`src/inc/hbu_pkg.sv`:
```
// Purpose: shared constants and types of the host bus unit
// Assumes: 10-bit byte address space, 32-bit internal data words
// Notes:   status FIFO addresses are plain defaults of this design
package hbu_pkg;
    localparam int         ADDR_W      = 10;
    localparam int         SYNC_W      = 29;
    localparam int         EVT_W       = 8;
    // dword addresses of the status FIFO windows
    localparam logic [7:0] RX_STS_DW   = 8'h10;
    localparam logic [7:0] RX_PEEK_DW  = 8'h11;
    localparam logic [7:0] TX_STS_DW   = 8'h12;
    localparam logic [7:0] TX_PEEK_DW  = 8'h13;
    // dual phase bit positions on the address/data pins
    localparam int         DP8_BIG     = 2;
    localparam int         DP8_FIFO    = 3;
    localparam int         DP16_BIG    = 1;
    localparam int         DP16_FIFO   = 2;
    // single phase bit positions, one and two above the top address bit
    localparam int         SP8_BIG     = 10;
    localparam int         SP8_FIFO    = 11;
    localparam int         SP16_BIG    = 9;
    localparam int         SP16_FIFO   = 10;
    // last part index of a dword: 8-bit and 16-bit bus
    localparam logic [1:0] LAST_8      = 2'h3;
    localparam logic [1:0] LAST_16     = 2'h1;
    localparam logic [1:0] CNT_RST     = 2'h0;
    localparam logic [9:0] ADDR_RST    = 10'h000;
    localparam logic [31:0] DW_RST     = 32'h0000_0000;
    localparam logic [15:0] OE_OFF     = 16'hFFFF;

    // latched address state
    typedef struct packed {
        logic [ADDR_W-1:0] addr;
        logic              big;
        logic              fifo;
    } hbu_lat_t;

    // one assembled internal write
    typedef struct packed {
        logic              to_tx;
        logic [ADDR_W-1:0] addr;
        logic [31:0]       data;
    } hbu_wr_t;

    typedef enum logic [1:0] {
        ST_IDLE  = 2'b00,
        ST_REQ   = 2'b01,
        ST_SERVE = 2'b10
    } hbu_st_t;
endpackage : hbu_pkg

```
`src/rtl/hbu_buf2.sv`:
```
// Purpose: two-entry buffer with valid/ready on both sides
// Assumes: single clock, synchronous active-high reset
// Notes:   in_ready_o is low only when both entries are taken
`timescale 1ns/1ps
module hbu_buf2 #(
    parameter int W = 43
) (
    input  wire logic         mclk_i,
    input  wire logic         sys_rst_i,
    input  wire logic         in_valid_i,
    output logic              in_ready_o,
    input  wire logic [W-1:0] in_data_i,
    output logic              out_valid_o,
    input  wire logic         out_ready_i,
    output logic [W-1:0]      out_data_o
);
    logic [W-1:0] slot0, slot1, next_slot0, next_slot1;
    logic [1:0]   cnt, next_cnt;
    logic         push, pop;

    // slot0 is always the head, so the output comes straight from a flop
    always_comb begin
        push       = in_valid_i && (cnt != 2'h2);
        pop        = (cnt != 2'h0) && out_ready_i;
        next_slot0 = slot0;
        next_slot1 = slot1;
        next_cnt   = cnt;
        if (pop) begin
            next_slot0 = slot1;
        end
        if (push) begin
            if ((cnt == 2'h0) || ((cnt == 2'h1) && pop)) begin
                next_slot0 = in_data_i;
            end else begin
                next_slot1 = in_data_i;
            end
        end
        next_cnt = 2'(cnt + {1'b0, push} - {1'b0, pop});
    end

    always_ff @(posedge mclk_i) begin
        if (sys_rst_i) begin
            cnt   <= 2'h0;
            slot0 <= '0;
            slot1 <= '0;
        end else begin
            cnt   <= next_cnt;
            slot0 <= next_slot0;
            slot1 <= next_slot1;
        end
    end

    assign in_ready_o  = (cnt != 2'h2);
    assign out_valid_o = (cnt != 2'h0);
    assign out_data_o  = slot0;
endmodule : hbu_buf2

```
`src/rtl/hbu_lane.sv`:
```
// Purpose: byte lane steering between host bus and little-endian dword
// Assumes: lane_i is the latched byte address low bits
// Notes:   big endian mirrors byte i of the dword to host byte 3-i
`timescale 1ns/1ps
module hbu_lane (
    input  wire logic [31:0] rdw_i,
    input  wire logic [31:0] wdw_i,
    input  wire logic [15:0] hdata_i,
    input  wire logic [1:0]  lane_i,
    input  wire logic        big_i,
    input  wire logic        bus16_i,
    output logic [15:0]      rd_o,
    output logic [31:0]      merged_o
);
    logic [1:0] idx [2];

    // host byte h of this access lands on dword byte idx[h]
    for (genvar h = 0; h < 2; h++) begin : g_host
        logic [1:0] lin;
        assign lin = bus16_i ? {lane_i[1], 1'(h)} : lane_i;
        assign idx[h] = big_i ? 2'(2'h3 - lin) : lin;
        if (h == 0) begin : g_lo
            assign rd_o[7:0] = rdw_i[8*idx[0] +: 8];
        end else begin : g_hi
            // the upper lane carries nothing on an 8-bit bus
            assign rd_o[15:8] = bus16_i ? rdw_i[8*idx[1] +: 8] : 8'h00;
        end
    end

    // each dword byte takes the host byte that maps onto it
    for (genvar b = 0; b < 4; b++) begin : g_byte
        assign merged_o[8*b +: 8] = (idx[0] == 2'(b)) ? hdata_i[7:0] :
                                    (bus16_i && (idx[1] == 2'(b))) ? hdata_i[15:8] :
                                    wdw_i[8*b +: 8];
    end
endmodule : hbu_lane

```
`src/rtl/hbu_host_port.sv`:
```
// Purpose: multiplexed address/data host port with dword assembly
// Assumes: every pin is asynchronous and passes two flops first
// Notes:   the register core answers reg_rd_data_i while reg_rd_req_o is high
`timescale 1ns/1ps
module hbu_host_port #(
    parameter int EVT_W = hbu_pkg::EVT_W
) (
    input  wire logic             mclk_i,
    input  wire logic             sys_rst_i,
    input  wire logic [15:0]      ad_i,
    output logic [15:0]           ad_o,
    output logic [15:0]           ad_oe_n_o,
    input  wire logic             low_address_strobe_i,
    input  wire logic             high_address_strobe_i,
    input  wire logic             cs_i,
    input  wire logic             rd_line_i,
    input  wire logic             transfer_enable_strobe_i,
    input  wire logic             strobe_polarity_cfg_i,
    input  wire logic             select_polarity_cfg_i,
    input  wire logic             read_line_polarity_cfg_i,
    input  wire logic             write_line_polarity_cfg_i,
    input  wire logic             signalling_scheme_cfg_i,
    input  wire logic             strobe_gating_cfg_i,
    input  wire logic             bus16_cfg_i,
    input  wire logic             dual_phase_cfg_i,
    output logic                  reg_rd_req_o,
    output logic [9:0]            reg_rd_addr_o,
    input  wire logic [31:0]      reg_rd_data_i,
    input  wire logic             reg_single_i,
    output logic                  reg_rd_done_o,
    output logic                  hold_o,
    output logic                  tx_sts_pop_o,
    output logic                  rx_sts_pop_o,
    input  wire logic [31:0]      rx_fifo_data_i,
    output logic                  rx_fifo_pop_o,
    output logic                  wr_valid_o,
    input  wire logic             wr_ready_i,
    output hbu_pkg::hbu_wr_t      wr_o,
    input  wire logic [EVT_W-1:0] hw_evt_i,
    output logic [EVT_W-1:0]      live_evt_o
);
    logic [hbu_pkg::SYNC_W-1:0] meta, syn;
    logic [15:0]       ad_s, ad_q, lane_rd;
    logic              lo_act, hi_act, cs_act, rdl_act, enl_act, rd_act, wr_act;
    logic              s_pol_ale, s_pol_cs, s_pol_rd, s_pol_wr, s_scheme, s_gate;
    logic              bus16, s_dual;
    logic              prev_lo, prev_hi, prev_cs, prev_wr;
    logic              lo_fall, hi_fall, qual_ok, wr_fall;
    hbu_pkg::hbu_lat_t lat, next_lat;
    hbu_pkg::hbu_st_t  st, next_st;
    logic [1:0]        rcnt, next_rcnt, wcnt, next_wcnt, last_idx;
    logic [31:0]       dw, next_dw, asm_dw, next_asm, merged;
    logic [7:0]        seq, next_seq;
    logic              seq_fifo, next_seq_fifo, single, next_single;
    logic              next_done, next_txp, next_rxp, next_rxf;
    logic [15:0]       next_ad, next_oe;
    logic              wpend, next_wpend, rd_seen, next_rd_seen, buf_ready;
    hbu_pkg::hbu_wr_t  wword, next_wword;
    logic [EVT_W-1:0]  evt_pend, next_evt_pend, next_live;
    logic              fresh, last_rd;

    // two flops on every pin; only the second stage is read below
    // no reset: cleared stages would make low-active lines look active, faking edges
    always_ff @(posedge mclk_i) begin
        meta <= {ad_i, dual_phase_cfg_i, bus16_cfg_i, strobe_gating_cfg_i,
                 signalling_scheme_cfg_i, write_line_polarity_cfg_i,
                 read_line_polarity_cfg_i, select_polarity_cfg_i,
                 strobe_polarity_cfg_i, transfer_enable_strobe_i, rd_line_i,
                 cs_i, high_address_strobe_i, low_address_strobe_i};
        syn  <= meta;
    end

    // line levels turned to active levels by the polarity straps
    always_comb begin
        {ad_s, s_dual, bus16, s_gate, s_scheme, s_pol_wr, s_pol_rd, s_pol_cs,
         s_pol_ale} = syn[28:5];
        lo_act  = syn[0] ~^ s_pol_ale;
        hi_act  = syn[1] ~^ s_pol_ale;
        cs_act  = syn[2] ~^ s_pol_cs;
        rdl_act = syn[3] ~^ s_pol_rd;
        enl_act = syn[4] ~^ s_pol_wr;
        // direction line at its active level means write
        rd_act  = s_scheme ? (cs_act && enl_act && !rdl_act) : (cs_act && rdl_act);
        wr_act  = s_scheme ? (cs_act && enl_act && rdl_act) : (cs_act && enl_act);
        lo_fall = prev_lo && !lo_act;
        hi_fall = prev_hi && !hi_act;
        wr_fall = prev_wr && !wr_act;
        qual_ok = !s_gate || prev_cs;
        last_idx = bus16 ? hbu_pkg::LAST_16 : hbu_pkg::LAST_8;
    end

    // address latch: trailing strobe edge takes the pins of the cycle before
    always_comb begin
        next_lat = lat;
        if (lo_fall && qual_ok) begin
            if (s_dual) begin
                if (bus16) begin
                    next_lat.addr[8:1] = ad_q[7:0];
                end else begin
                    next_lat.addr[7:0] = ad_q[7:0];
                end
            end else if (bus16) begin
                next_lat.addr[9:1] = ad_q[8:0];
                next_lat.big       = ad_q[hbu_pkg::SP16_BIG];
                next_lat.fifo      = ad_q[hbu_pkg::SP16_FIFO];
            end else begin
                next_lat.addr = ad_q[9:0];
                next_lat.big  = ad_q[hbu_pkg::SP8_BIG];
                next_lat.fifo = ad_q[hbu_pkg::SP8_FIFO];
            end
        end
        // high phase only in dual mode; either order, either skippable
        if (hi_fall && qual_ok && s_dual) begin
            if (bus16) begin
                next_lat.addr[9] = ad_q[0];
                next_lat.big     = ad_q[hbu_pkg::DP16_BIG];
                next_lat.fifo    = ad_q[hbu_pkg::DP16_FIFO];
            end else begin
                next_lat.addr[9:8] = ad_q[1:0];
                next_lat.big       = ad_q[hbu_pkg::DP8_BIG];
                next_lat.fifo      = ad_q[hbu_pkg::DP8_FIFO];
            end
        end
        if (bus16) begin
            next_lat.addr[0] = 1'b0;
        end
    end

    always_ff @(posedge mclk_i) begin
        if (sys_rst_i) begin
            lat     <= '{addr: hbu_pkg::ADDR_RST, big: 1'b0, fifo: 1'b0};
            prev_lo <= 1'b0;
            prev_hi <= 1'b0;
            prev_cs <= 1'b0;
            prev_wr <= 1'b0;
            ad_q    <= 16'h0000;
        end else begin
            lat     <= next_lat;
            prev_lo <= lo_act;
            prev_hi <= hi_act;
            prev_cs <= cs_act;
            prev_wr <= wr_act;
            ad_q    <= ad_s;
        end
    end

    // byte steering by latched endian, low address bits and the bus width strap
    hbu_lane u_lane (
        .rdw_i    (dw),
        .wdw_i    (asm_dw),
        .hdata_i  (ad_q),
        .lane_i   (lat.addr[1:0]),
        .big_i    (lat.big),
        .bus16_i  (bus16),
        .rd_o     (lane_rd),
        .merged_o (merged)
    );

    // access engine: read fetch/serve and write assembly
    always_comb begin
        next_st       = st;
        next_rcnt     = rcnt;
        next_wcnt     = wcnt;
        next_dw       = dw;
        next_asm      = asm_dw;
        next_seq      = seq;
        next_seq_fifo = seq_fifo;
        next_single   = single;
        next_done     = 1'b0;
        next_txp      = 1'b0;
        next_rxp      = 1'b0;
        next_rxf      = 1'b0;
        next_ad       = ad_o;
        next_oe       = hbu_pkg::OE_OFF;
        next_rd_seen  = rd_seen;
        next_wword    = wword;
        next_wpend    = wpend && !buf_ready;
        // a new dword starts unless this read continues the locked one
        fresh   = (rcnt == hbu_pkg::CNT_RST) || (lat.fifo != seq_fifo) ||
                  (!lat.fifo && (lat.addr[9:2] != seq));
        last_rd = single || (rcnt == last_idx);
        unique case (st)
            hbu_pkg::ST_IDLE: begin
                if (rd_act) begin
                    if (fresh) begin
                        next_rcnt     = hbu_pkg::CNT_RST;
                        next_seq      = lat.addr[9:2];
                        next_seq_fifo = lat.fifo;
                        next_st       = hbu_pkg::ST_REQ;
                    end else begin
                        next_st = hbu_pkg::ST_SERVE;
                    end
                end
            end
            hbu_pkg::ST_REQ: begin
                // dword snapshot taken once at the start of the sequence
                next_dw     = seq_fifo ? rx_fifo_data_i : reg_rd_data_i;
                next_single = reg_single_i && !seq_fifo;
                next_st     = hbu_pkg::ST_SERVE;
            end
            hbu_pkg::ST_SERVE: begin
                if (rd_act) begin
                    next_ad = lane_rd;
                    next_oe = bus16 ? 16'h0000 : 16'hFF00;
                end else begin
                    next_st      = hbu_pkg::ST_IDLE;
                    next_rd_seen = 1'b1;
                    if (last_rd) begin
                        next_rcnt = hbu_pkg::CNT_RST;
                        next_done = 1'b1;
                        next_rxf  = seq_fifo;
                        next_txp  = !seq_fifo && (seq == hbu_pkg::TX_STS_DW);
                        next_rxp  = !seq_fifo && (seq == hbu_pkg::RX_STS_DW);
                    end else begin
                        next_rcnt = 2'(rcnt + 2'h1);
                    end
                end
            end
            default: begin
                next_st = hbu_pkg::ST_IDLE;
            end
        endcase
        // writes are dropped until the first read and while one waits
        if (wr_fall && rd_seen && !wpend) begin
            if (wcnt == last_idx) begin
                next_wcnt  = hbu_pkg::CNT_RST;
                next_asm   = hbu_pkg::DW_RST;
                next_wpend = 1'b1;
                next_wword = '{to_tx: lat.fifo, addr: {lat.addr[9:2], 2'h0},
                               data: merged};
            end else begin
                next_wcnt = 2'(wcnt + 2'h1);
                next_asm  = merged;
            end
        end
    end

    always_ff @(posedge mclk_i) begin
        if (sys_rst_i) begin
            st            <= hbu_pkg::ST_IDLE;
            rcnt          <= hbu_pkg::CNT_RST;
            wcnt          <= hbu_pkg::CNT_RST;
            dw            <= hbu_pkg::DW_RST;
            asm_dw        <= hbu_pkg::DW_RST;
            seq           <= 8'h00;
            seq_fifo      <= 1'b0;
            single        <= 1'b0;
            reg_rd_done_o <= 1'b0;
            tx_sts_pop_o  <= 1'b0;
            rx_sts_pop_o  <= 1'b0;
            rx_fifo_pop_o <= 1'b0;
            ad_o          <= 16'h0000;
            ad_oe_n_o     <= hbu_pkg::OE_OFF;
            rd_seen       <= 1'b0;
            wpend         <= 1'b0;
            wword         <= '0;
        end else begin
            st            <= next_st;
            rcnt          <= next_rcnt;
            wcnt          <= next_wcnt;
            dw            <= next_dw;
            asm_dw        <= next_asm;
            seq           <= next_seq;
            seq_fifo      <= next_seq_fifo;
            single        <= next_single;
            reg_rd_done_o <= next_done;
            tx_sts_pop_o  <= next_txp;
            rx_sts_pop_o  <= next_rxp;
            rx_fifo_pop_o <= next_rxf;
            ad_o          <= next_ad;
            ad_oe_n_o     <= next_oe;
            rd_seen       <= next_rd_seen;
            wpend         <= next_wpend;
            wword         <= next_wword;
        end
    end

    assign reg_rd_req_o  = (st == hbu_pkg::ST_REQ);
    assign reg_rd_addr_o = {seq, 2'h0};
    assign hold_o        = (st != hbu_pkg::ST_IDLE) || (rcnt != hbu_pkg::CNT_RST);

    // the buffer absorbs receiver stalls; wpend holds a third word
    hbu_buf2 #(
        .W ($bits(hbu_pkg::hbu_wr_t))
    ) u_buf (
        .mclk_i      (mclk_i),
        .sys_rst_i   (sys_rst_i),
        .in_valid_i  (wpend),
        .in_ready_o  (buf_ready),
        .in_data_i   (wword),
        .out_valid_o (wr_valid_o),
        .out_ready_i (wr_ready_i),
        .out_data_o  (wr_o)
    );

    // hardware events seen during a hold are parked, then released
    always_comb begin
        next_evt_pend = hold_o ? (evt_pend | hw_evt_i) : '0;
        next_live     = hold_o ? '0 : (evt_pend | hw_evt_i);
    end

    always_ff @(posedge mclk_i) begin
        if (sys_rst_i) begin
            evt_pend   <= '0;
            live_evt_o <= '0;
        end else begin
            evt_pend   <= next_evt_pend;
            live_evt_o <= next_live;
        end
    end
endmodule : hbu_host_port

```
`config.mk`:
```
export PLATFORM = sky130hd
export DESIGN_NAME = hbu_host_port
export DESIGN_NICKNAME = d
export VERILOG_FILES = /design/src/inc/hbu_pkg.sv /design/src/rtl/hbu_buf2.sv /design/src/rtl/hbu_lane.sv /design/src/rtl/hbu_host_port.sv
export SDC_FILE = /design/constraint.sdc
export NUM_CORES = 1
export LEC_CHECK = 0
export ABC_AREA = 1
export BUFFER_PORTS_ARGS = -buffer_cell sky130_fd_sc_hd__buf_4
export CORE_ASPECT_RATIO = 1.1
export CORE_UTILIZATION = 56
export DETAILED_ROUTE_END_ITERATION = 7
export PLACE_DENSITY = 0.79
export SETUP_SLACK_MARGIN = 0.5
export SKIP_CTS_REPAIR_TIMING = 1
export SYNTH_ARGS = -nofsm -noshare
export SYNTH_HDL_FRONTEND = slang
export SYNTH_SLANG_ARGS = --single-unit
```
`constraint.sdc`:
```
create_clock -name mclk_i -period 2.7 [get_ports mclk_i]
set_clock_uncertainty 0.2 [all_clocks]
set_input_delay 0.54 -clock mclk_i [delete_from_list [all_inputs] [get_ports mclk_i]]
set_output_delay 0.54 -clock mclk_i [all_outputs]
set_load 0.005 [all_outputs]
```
Yosys cells after proc, flatten, opt, wreduce, memory -nomap -nowiden
Cells that the tools add are included.
Widths: inputs -> output; s select.

word-level totals
  flip-flop bits (word level) = 351
  latch bits = 0
  memory bits (writable) = 0
  ROM bits = 0
  input bits = 105
  output and inout port bits = 100
  logic and storage cells = 188
  memories = 0

operators by class
  add/sub/neg operators = 6
  multiply operators = 0
  divide/modulo/power cells = 0
  magnitude comparators = 0
  eq/ne operators = 20
  shift-type cells = 2
  mux-type cells = 49
  bitwise gates (word level) = 11
  reduce and logical (&&, ||, !) cells = 63

operator list
  kind                number
  $mux 43             3
  $mux 8              9
  $mux 32             2
  $shiftx 32x6->8     2
  $mux 2              16
  $logic_and 1x1->1   24
  $mux 9              2
  $eq 8x5->1 const B  2
  $mux 16             1
  $mux 1              12
  $mux 12             1
  $reduce_and 2->1    6
  $eq 2x2->1 const B  5
  $logic_not 2->1     5
  $reduce_bool 2->1   5
  $logic_not 1->1     9
  $eq 2x1->1 const B  4
  $ne 2x2->1 const B  4
  $ne 8x8->1          1
  $or 8x8->8          1
  $mux 7              1
  $logic_or 1x1->1    6
  $pmux 2 s3          1
  $reduce_or 2->1     3
  14 further kinds    26

Depth between registers and ports, before layout
  depth in word-level cells = 9
  mapped depth = 13
  gate-level depth less buffers = 12

Modules after synthesis
Synthesis repeated with hierarchy kept, for this count alone.

unflattened totals
  cells, all modules = 2024
  area, all modules = 14569.0 µm²

modules (own cells, without submodules)
  module         times used  cells an instance  area an instance (µm²)  sequential area each (µm²)
  hbu_host_port  1           1031               8707.1                  5024.8
  hbu_buf2       1           678                4396.7                  1761.7
  hbu_lane       1           315                1465.2                  0.0

Worst setup path after synthesis
Ideal clock, no wire load.

  path type = input port to flip-flop
  start = in wr_ready_i
  end = reg u_buf.cnt[1]
  setup time = 0.070 ns
  arrival time = 1.969 ns
  data required time = 2.430 ns
  setup slack = 0.462 ns
  cell stages on the path = 9
  buffers on the path = 1
  cells stage by stage = inv_1 -> nor2_1 -> clkbuf_1 -> ha_1 -> inv_1 -> ha_1 -> xor2_1 -> o21ai_0 -> a21oi_1

on the way
  cells in the longest elaborated chain, start to end = 2

RTL lines
  item                  line                 text
  start, declared       hbu_host_port.sv:37  input wire logic wr_ready_i,
  $logic_and 1x1->1     hbu_buf2.sv:24       pop = (cnt != 2'h0) && out_ready_i;
  $sub 2x1->2           hbu_buf2.sv:38       next_cnt = 2'(cnt + {1'b0, push} - {1'b0, pop});
  end signal, assigned  hbu_buf2.sv:47       cnt <= next_cnt;
  end, declared         hbu_buf2.sv:18       logic [1:0] cnt, next_cnt;

Every way passes these cells.
A chain may end at the register's enable or synchronous reset.

Final worst setup path
  start = reg syn[11] in the netlist's numbering
  end = reg asm_dw[14]

on the way
  cells in the longest elaborated chain, start to end = 8
  elaborated cells between the ends (all ways) = 14
  classes of those cells = add/sub (2); eq/ne (3); mux (8); reduce/logical (1)

RTL lines
  item                    line                  text
  start, declared         hbu_host_port.sv:42   logic [hbu_pkg::SYNC_W-1:0] meta, syn;
  start signal, assigned  hbu_host_port.sv:70   syn <= meta;
  $mux 1                  hbu_lane.sv:20        assign lin = bus16_i ? {lane_i[1], 1'(h)} : lane_i;
  $sub 2x2->2             hbu_lane.sv:21        assign idx[h] = big_i ? 2'(2'h3 - lin) : lin;
  $mux 2                  hbu_lane.sv:21
  $eq 2x1->1              hbu_lane.sv:33        (bus16_i && (idx[1] == 2'(b))) ? hdata_i[15:8] :
  $logic_and 1x1->1       hbu_lane.sv:33
  $mux 8                  hbu_lane.sv:33
  $mux 8                  hbu_lane.sv:32        assign merged_o[8*b +: 8] = (idx[0] == 2'(b)) ? hdata_i[7:0] :
  $mux 32 (*)             hbu_host_port.sv:225  if (wcnt == last_idx) begin
  end signal, assigned    hbu_host_port.sv:244  asm_dw <= hbu_pkg::DW_RST;
  end signal, assigned    hbu_host_port.sv:262  asm_dw <= next_asm;
  end, declared           hbu_host_port.sv:52   logic [31:0] dw, next_dw, asm_dw, next_asm, merged;

Mark *: on every way between the ends. The rest lies on a longest branch, timed or not.

==> run_results.csv <==
group,metric,value,unit
run_status,status,"completed",
run,maxCapViolations,0,
clocking,htreeDepth,2,
global_route,grt.overflow.total,0,
sta,slew_viol_final,0,
placement,port_buffers,202,
sta,hold_violations,0,
sta,tns,0,ps
pwr,powerDensity,706,nW/um^2
clocking,cts_buffers,35,
die,rows,58,
synth,synth_edf_count,0,
worst_setup_path,ff2ff_path_depth,10,
die,start_util,0.572,
pwr,power_leakage,6.93,nW
die,die_area,24000,um^2
detailed_routing,drt_pass1_iterations,6,
clocking,clockBufferDepth,3,
global_route,antenna_found_initial,0,
global_route,globalRouteTotalUtil,0.276,
synth,yosys_warnings,0,
cells_and_area,drive_above_1_share,0.181,
die,fp.dieH,162,um
sta,setup_ws,455,ps
detailed_routing,drtAntennaViolNets,0,
synth,synth_async_sr_flop_share,0,
worst_setup_path,worst_ep_arrival_time,2400,ps
clocking,cts_tree,"done",
cells_and_area,final_net_count,2001,
synth,synth_seq_cells,337,
synth,yosysSeqAreaShare,0.516,
die,core_area,22900,um^2
sta,fmax,445,MHz
cells_and_area,final_common_cell,"dfxtp_1",
worst_setup_path,max_stage_delay,370,ps
cells_and_area,finalNonFillerCells,2219,
synth,synthCells,1693,
worst_setup_path,crit_type,"reg -> reg",
cells_and_area,antennaDiodeCount,0,
worst_setup_path,worst_setup_path_end_kind,"register",
detailed_routing,drc,0,
clocking,clk_pin_slew,60,ps
worst_setup_path,cp_slowest_cell,"dfxtp_1",
synth,syn_area_per_cell,7.72,um^2
detailed_routing,wire_per_inst,15.7,um
detailed_routing,num_vias,12100,
sta,worstMarginPinSlew,1070,ps
hold_path,hold_class,"in -> reg",
detailed_routing,drtIter0Drc,930,
worst_setup_path,cp_max_fo,19,
sta,period_minus_slack,2240,ps
clocking,clk_latency,530,ps
global_route,grt_pass1_vias,10800,
worst_setup_path,worst_setup_path_start_kind,"register",
die,die_w,148,um
detailed_routing,viasPerCell,5.47,
placement,place_hpwl,22200,um
pwr,irDropWorstVdd,0.000610,V
die,boundaryPins,205,
hold_path,worstHoldPathCells,3,
synth,synth.distinct_cells,40,
global_route,grt_max_degree,99,
synth,synth_area,13100,um^2
worst_setup_path,required,2860,ps
detailed_routing,wirelength,34800,um
sta,finalSetupViolations,0,
global_route,grt_first_pass_wirelength,53700,um
sta,rsz0062_at_grt,"true",
placement,gp_congestion,0.905,
placement,dp_worst_setup_slack,414,ps
synth,synth_flop_cell,"dfxtp_1",
sta,period_share,0.831,
cells_and_area,final_cell_mix,"dfxtp_1 (336), nand2_1 (283), nor2_1 (264), buf_4 (232), a21oi_1 (159)",
placement,dp_cells,2111,
worst_setup_path,crit_chain,"buf_6, o21ai_1, nand2_2, nor2_4, buf_4, nand2_1, o21ai_1, nor2_1, a21oi_1, nor2_1",
clocking,cts_root_buffer,"clkbuf_16",
sta,slew_headroom,0.288,
clocking,cts.sinks,337,
cells_and_area,syn_to_final_growth,25.9,%
final timing paths:
path          startpoint       endpoint  slack, ps
max              syn[11]     asm_dw[14]        460
min reg2reg     meta[22]        syn[22]        130
min          hw_evt_i[5]  live_evt_o[5]         60
max reg2reg      syn[11]     asm_dw[14]        460
through the flow:
step / hold slack (ps) / area [um^2] / util / power, W
2_1_floorplan: 110 / 13100 / - / 0.00613
3_3_place_gp: 110 / 14700 / 0.644 / 0.00665
3_5_place_dp: 112 / 14700 / 0.644 / 0.00667
4_1_cts: -105 / 15900 / 0.697 / 0.0116
5_1_grt: 69.6 / 16500 / 0.720 / 0.0120
6_report: 56.1 / 16500 / 0.720 / 0.0116
flip-flops by register name (all words and copies together), names as in the netlist, 8 cells and up, named ones only:
register and flops:
syn 29, live_evt_o 8, ad_q 16, ad_o 16, evt_pend 8, meta 29
asm_dw 32, wword 41, u_buf.out_data_o 43, lat 11, dw 32, u_buf.slot1 41
seq 8
per-layer routing:
layer  vias to the layer above  part of all wire  track usage
met5                         -                 0            0
met4                         0             0.030        0.104
met3                        95             0.072       0.0508
met2                       532              0.49        0.468
met1                      5546              0.41        0.349
li1                       5967                 -            -
synthesized netlist by cell type (3+ instances only):
| master | n | area [um^2] |
|---|---|---|
| buf_4 | 21 | 158 |
| xnor2_1 | 3 | 26.3 |
| clkinv_1 | 5 | 18.8 |
| nor2_4 | 3 | 33.8 |
| nand2_2 | 3 | 18.8 |
| a21oi_1 | 159 | 796 |
| o21ai_0 | 131 | 656 |
| nand2_1 | 288 | 1080 |
| inv_1 | 119 | 447 |
| buf_1 | 3 | 11.3 |
| a221oi_1 | 7 | 61.3 |
| xor2_1 | 3 | 26.3 |
| o211ai_2 | 8 | 100 |
| a31oi_1 | 12 | 75.1 |
| o21a_1 | 16 | 120 |
| a211oi_1 | 3 | 22.5 |
| dfxtp_1 | 337 | 6750 |
| o21ai_1 | 16 | 80.1 |
| o31ai_1 | 41 | 308 |
| ha_1 | 3 | 37.5 |
| nand3_1 | 103 | 515 |
| nor2_1 | 267 | 1000 |
| nor2_2 | 5 | 31.3 |
| inv_2 | 8 | 30.0 |
| buf_2 | 16 | 80.1 |
| clkbuf_1 | 69 | 259 |
| o211ai_1 | 4 | 30.0 |
| a22oi_1 | 24 | 180 |
critical path, delay by kind of cell (launching register included):
| family | cells | cell delay [ps] |
|---|---|---|
| DFF | 1 | 370 |
| AOI/OAI and AO/OA | 3 | 500 |
| and+or+nand+nor | 5 | 640 |
| buffers and inverters | 2 | 350 |
power by group:
group | leakage, nW | total, W | internal, W | switching (W)
clock | 0.600 | 0.00495 | 0.00293 | 0.00201
combinational | 3.58 | 0.00131 | 0.000566 | 0.000748
sequential | 2.75 | 0.00536 | 0.00522 | 0.000142
cells by family after synthesis:
family	synth area share
and+or+nand+nor	0.210
AOI/OAI and AO/OA	0.189
DFF	0.516
buffers and inverters	0.0780
xor gates and xnor gates	0.00402
adders and majority gates	0.00287
other	0.000287
cell type report:
class / instances / area (um^2)
flip-flops and latches: 337 / 6750
clock buffers: 46 / 997
repair buffers: 272 / 2220
clock inverters: 17 / 210
multi-input cells: 1115 / 5390
fillers: 1800 / 6410
inverters: 132 / 509
well taps: 300 / 375
Power figures use the tool's default switching activity.
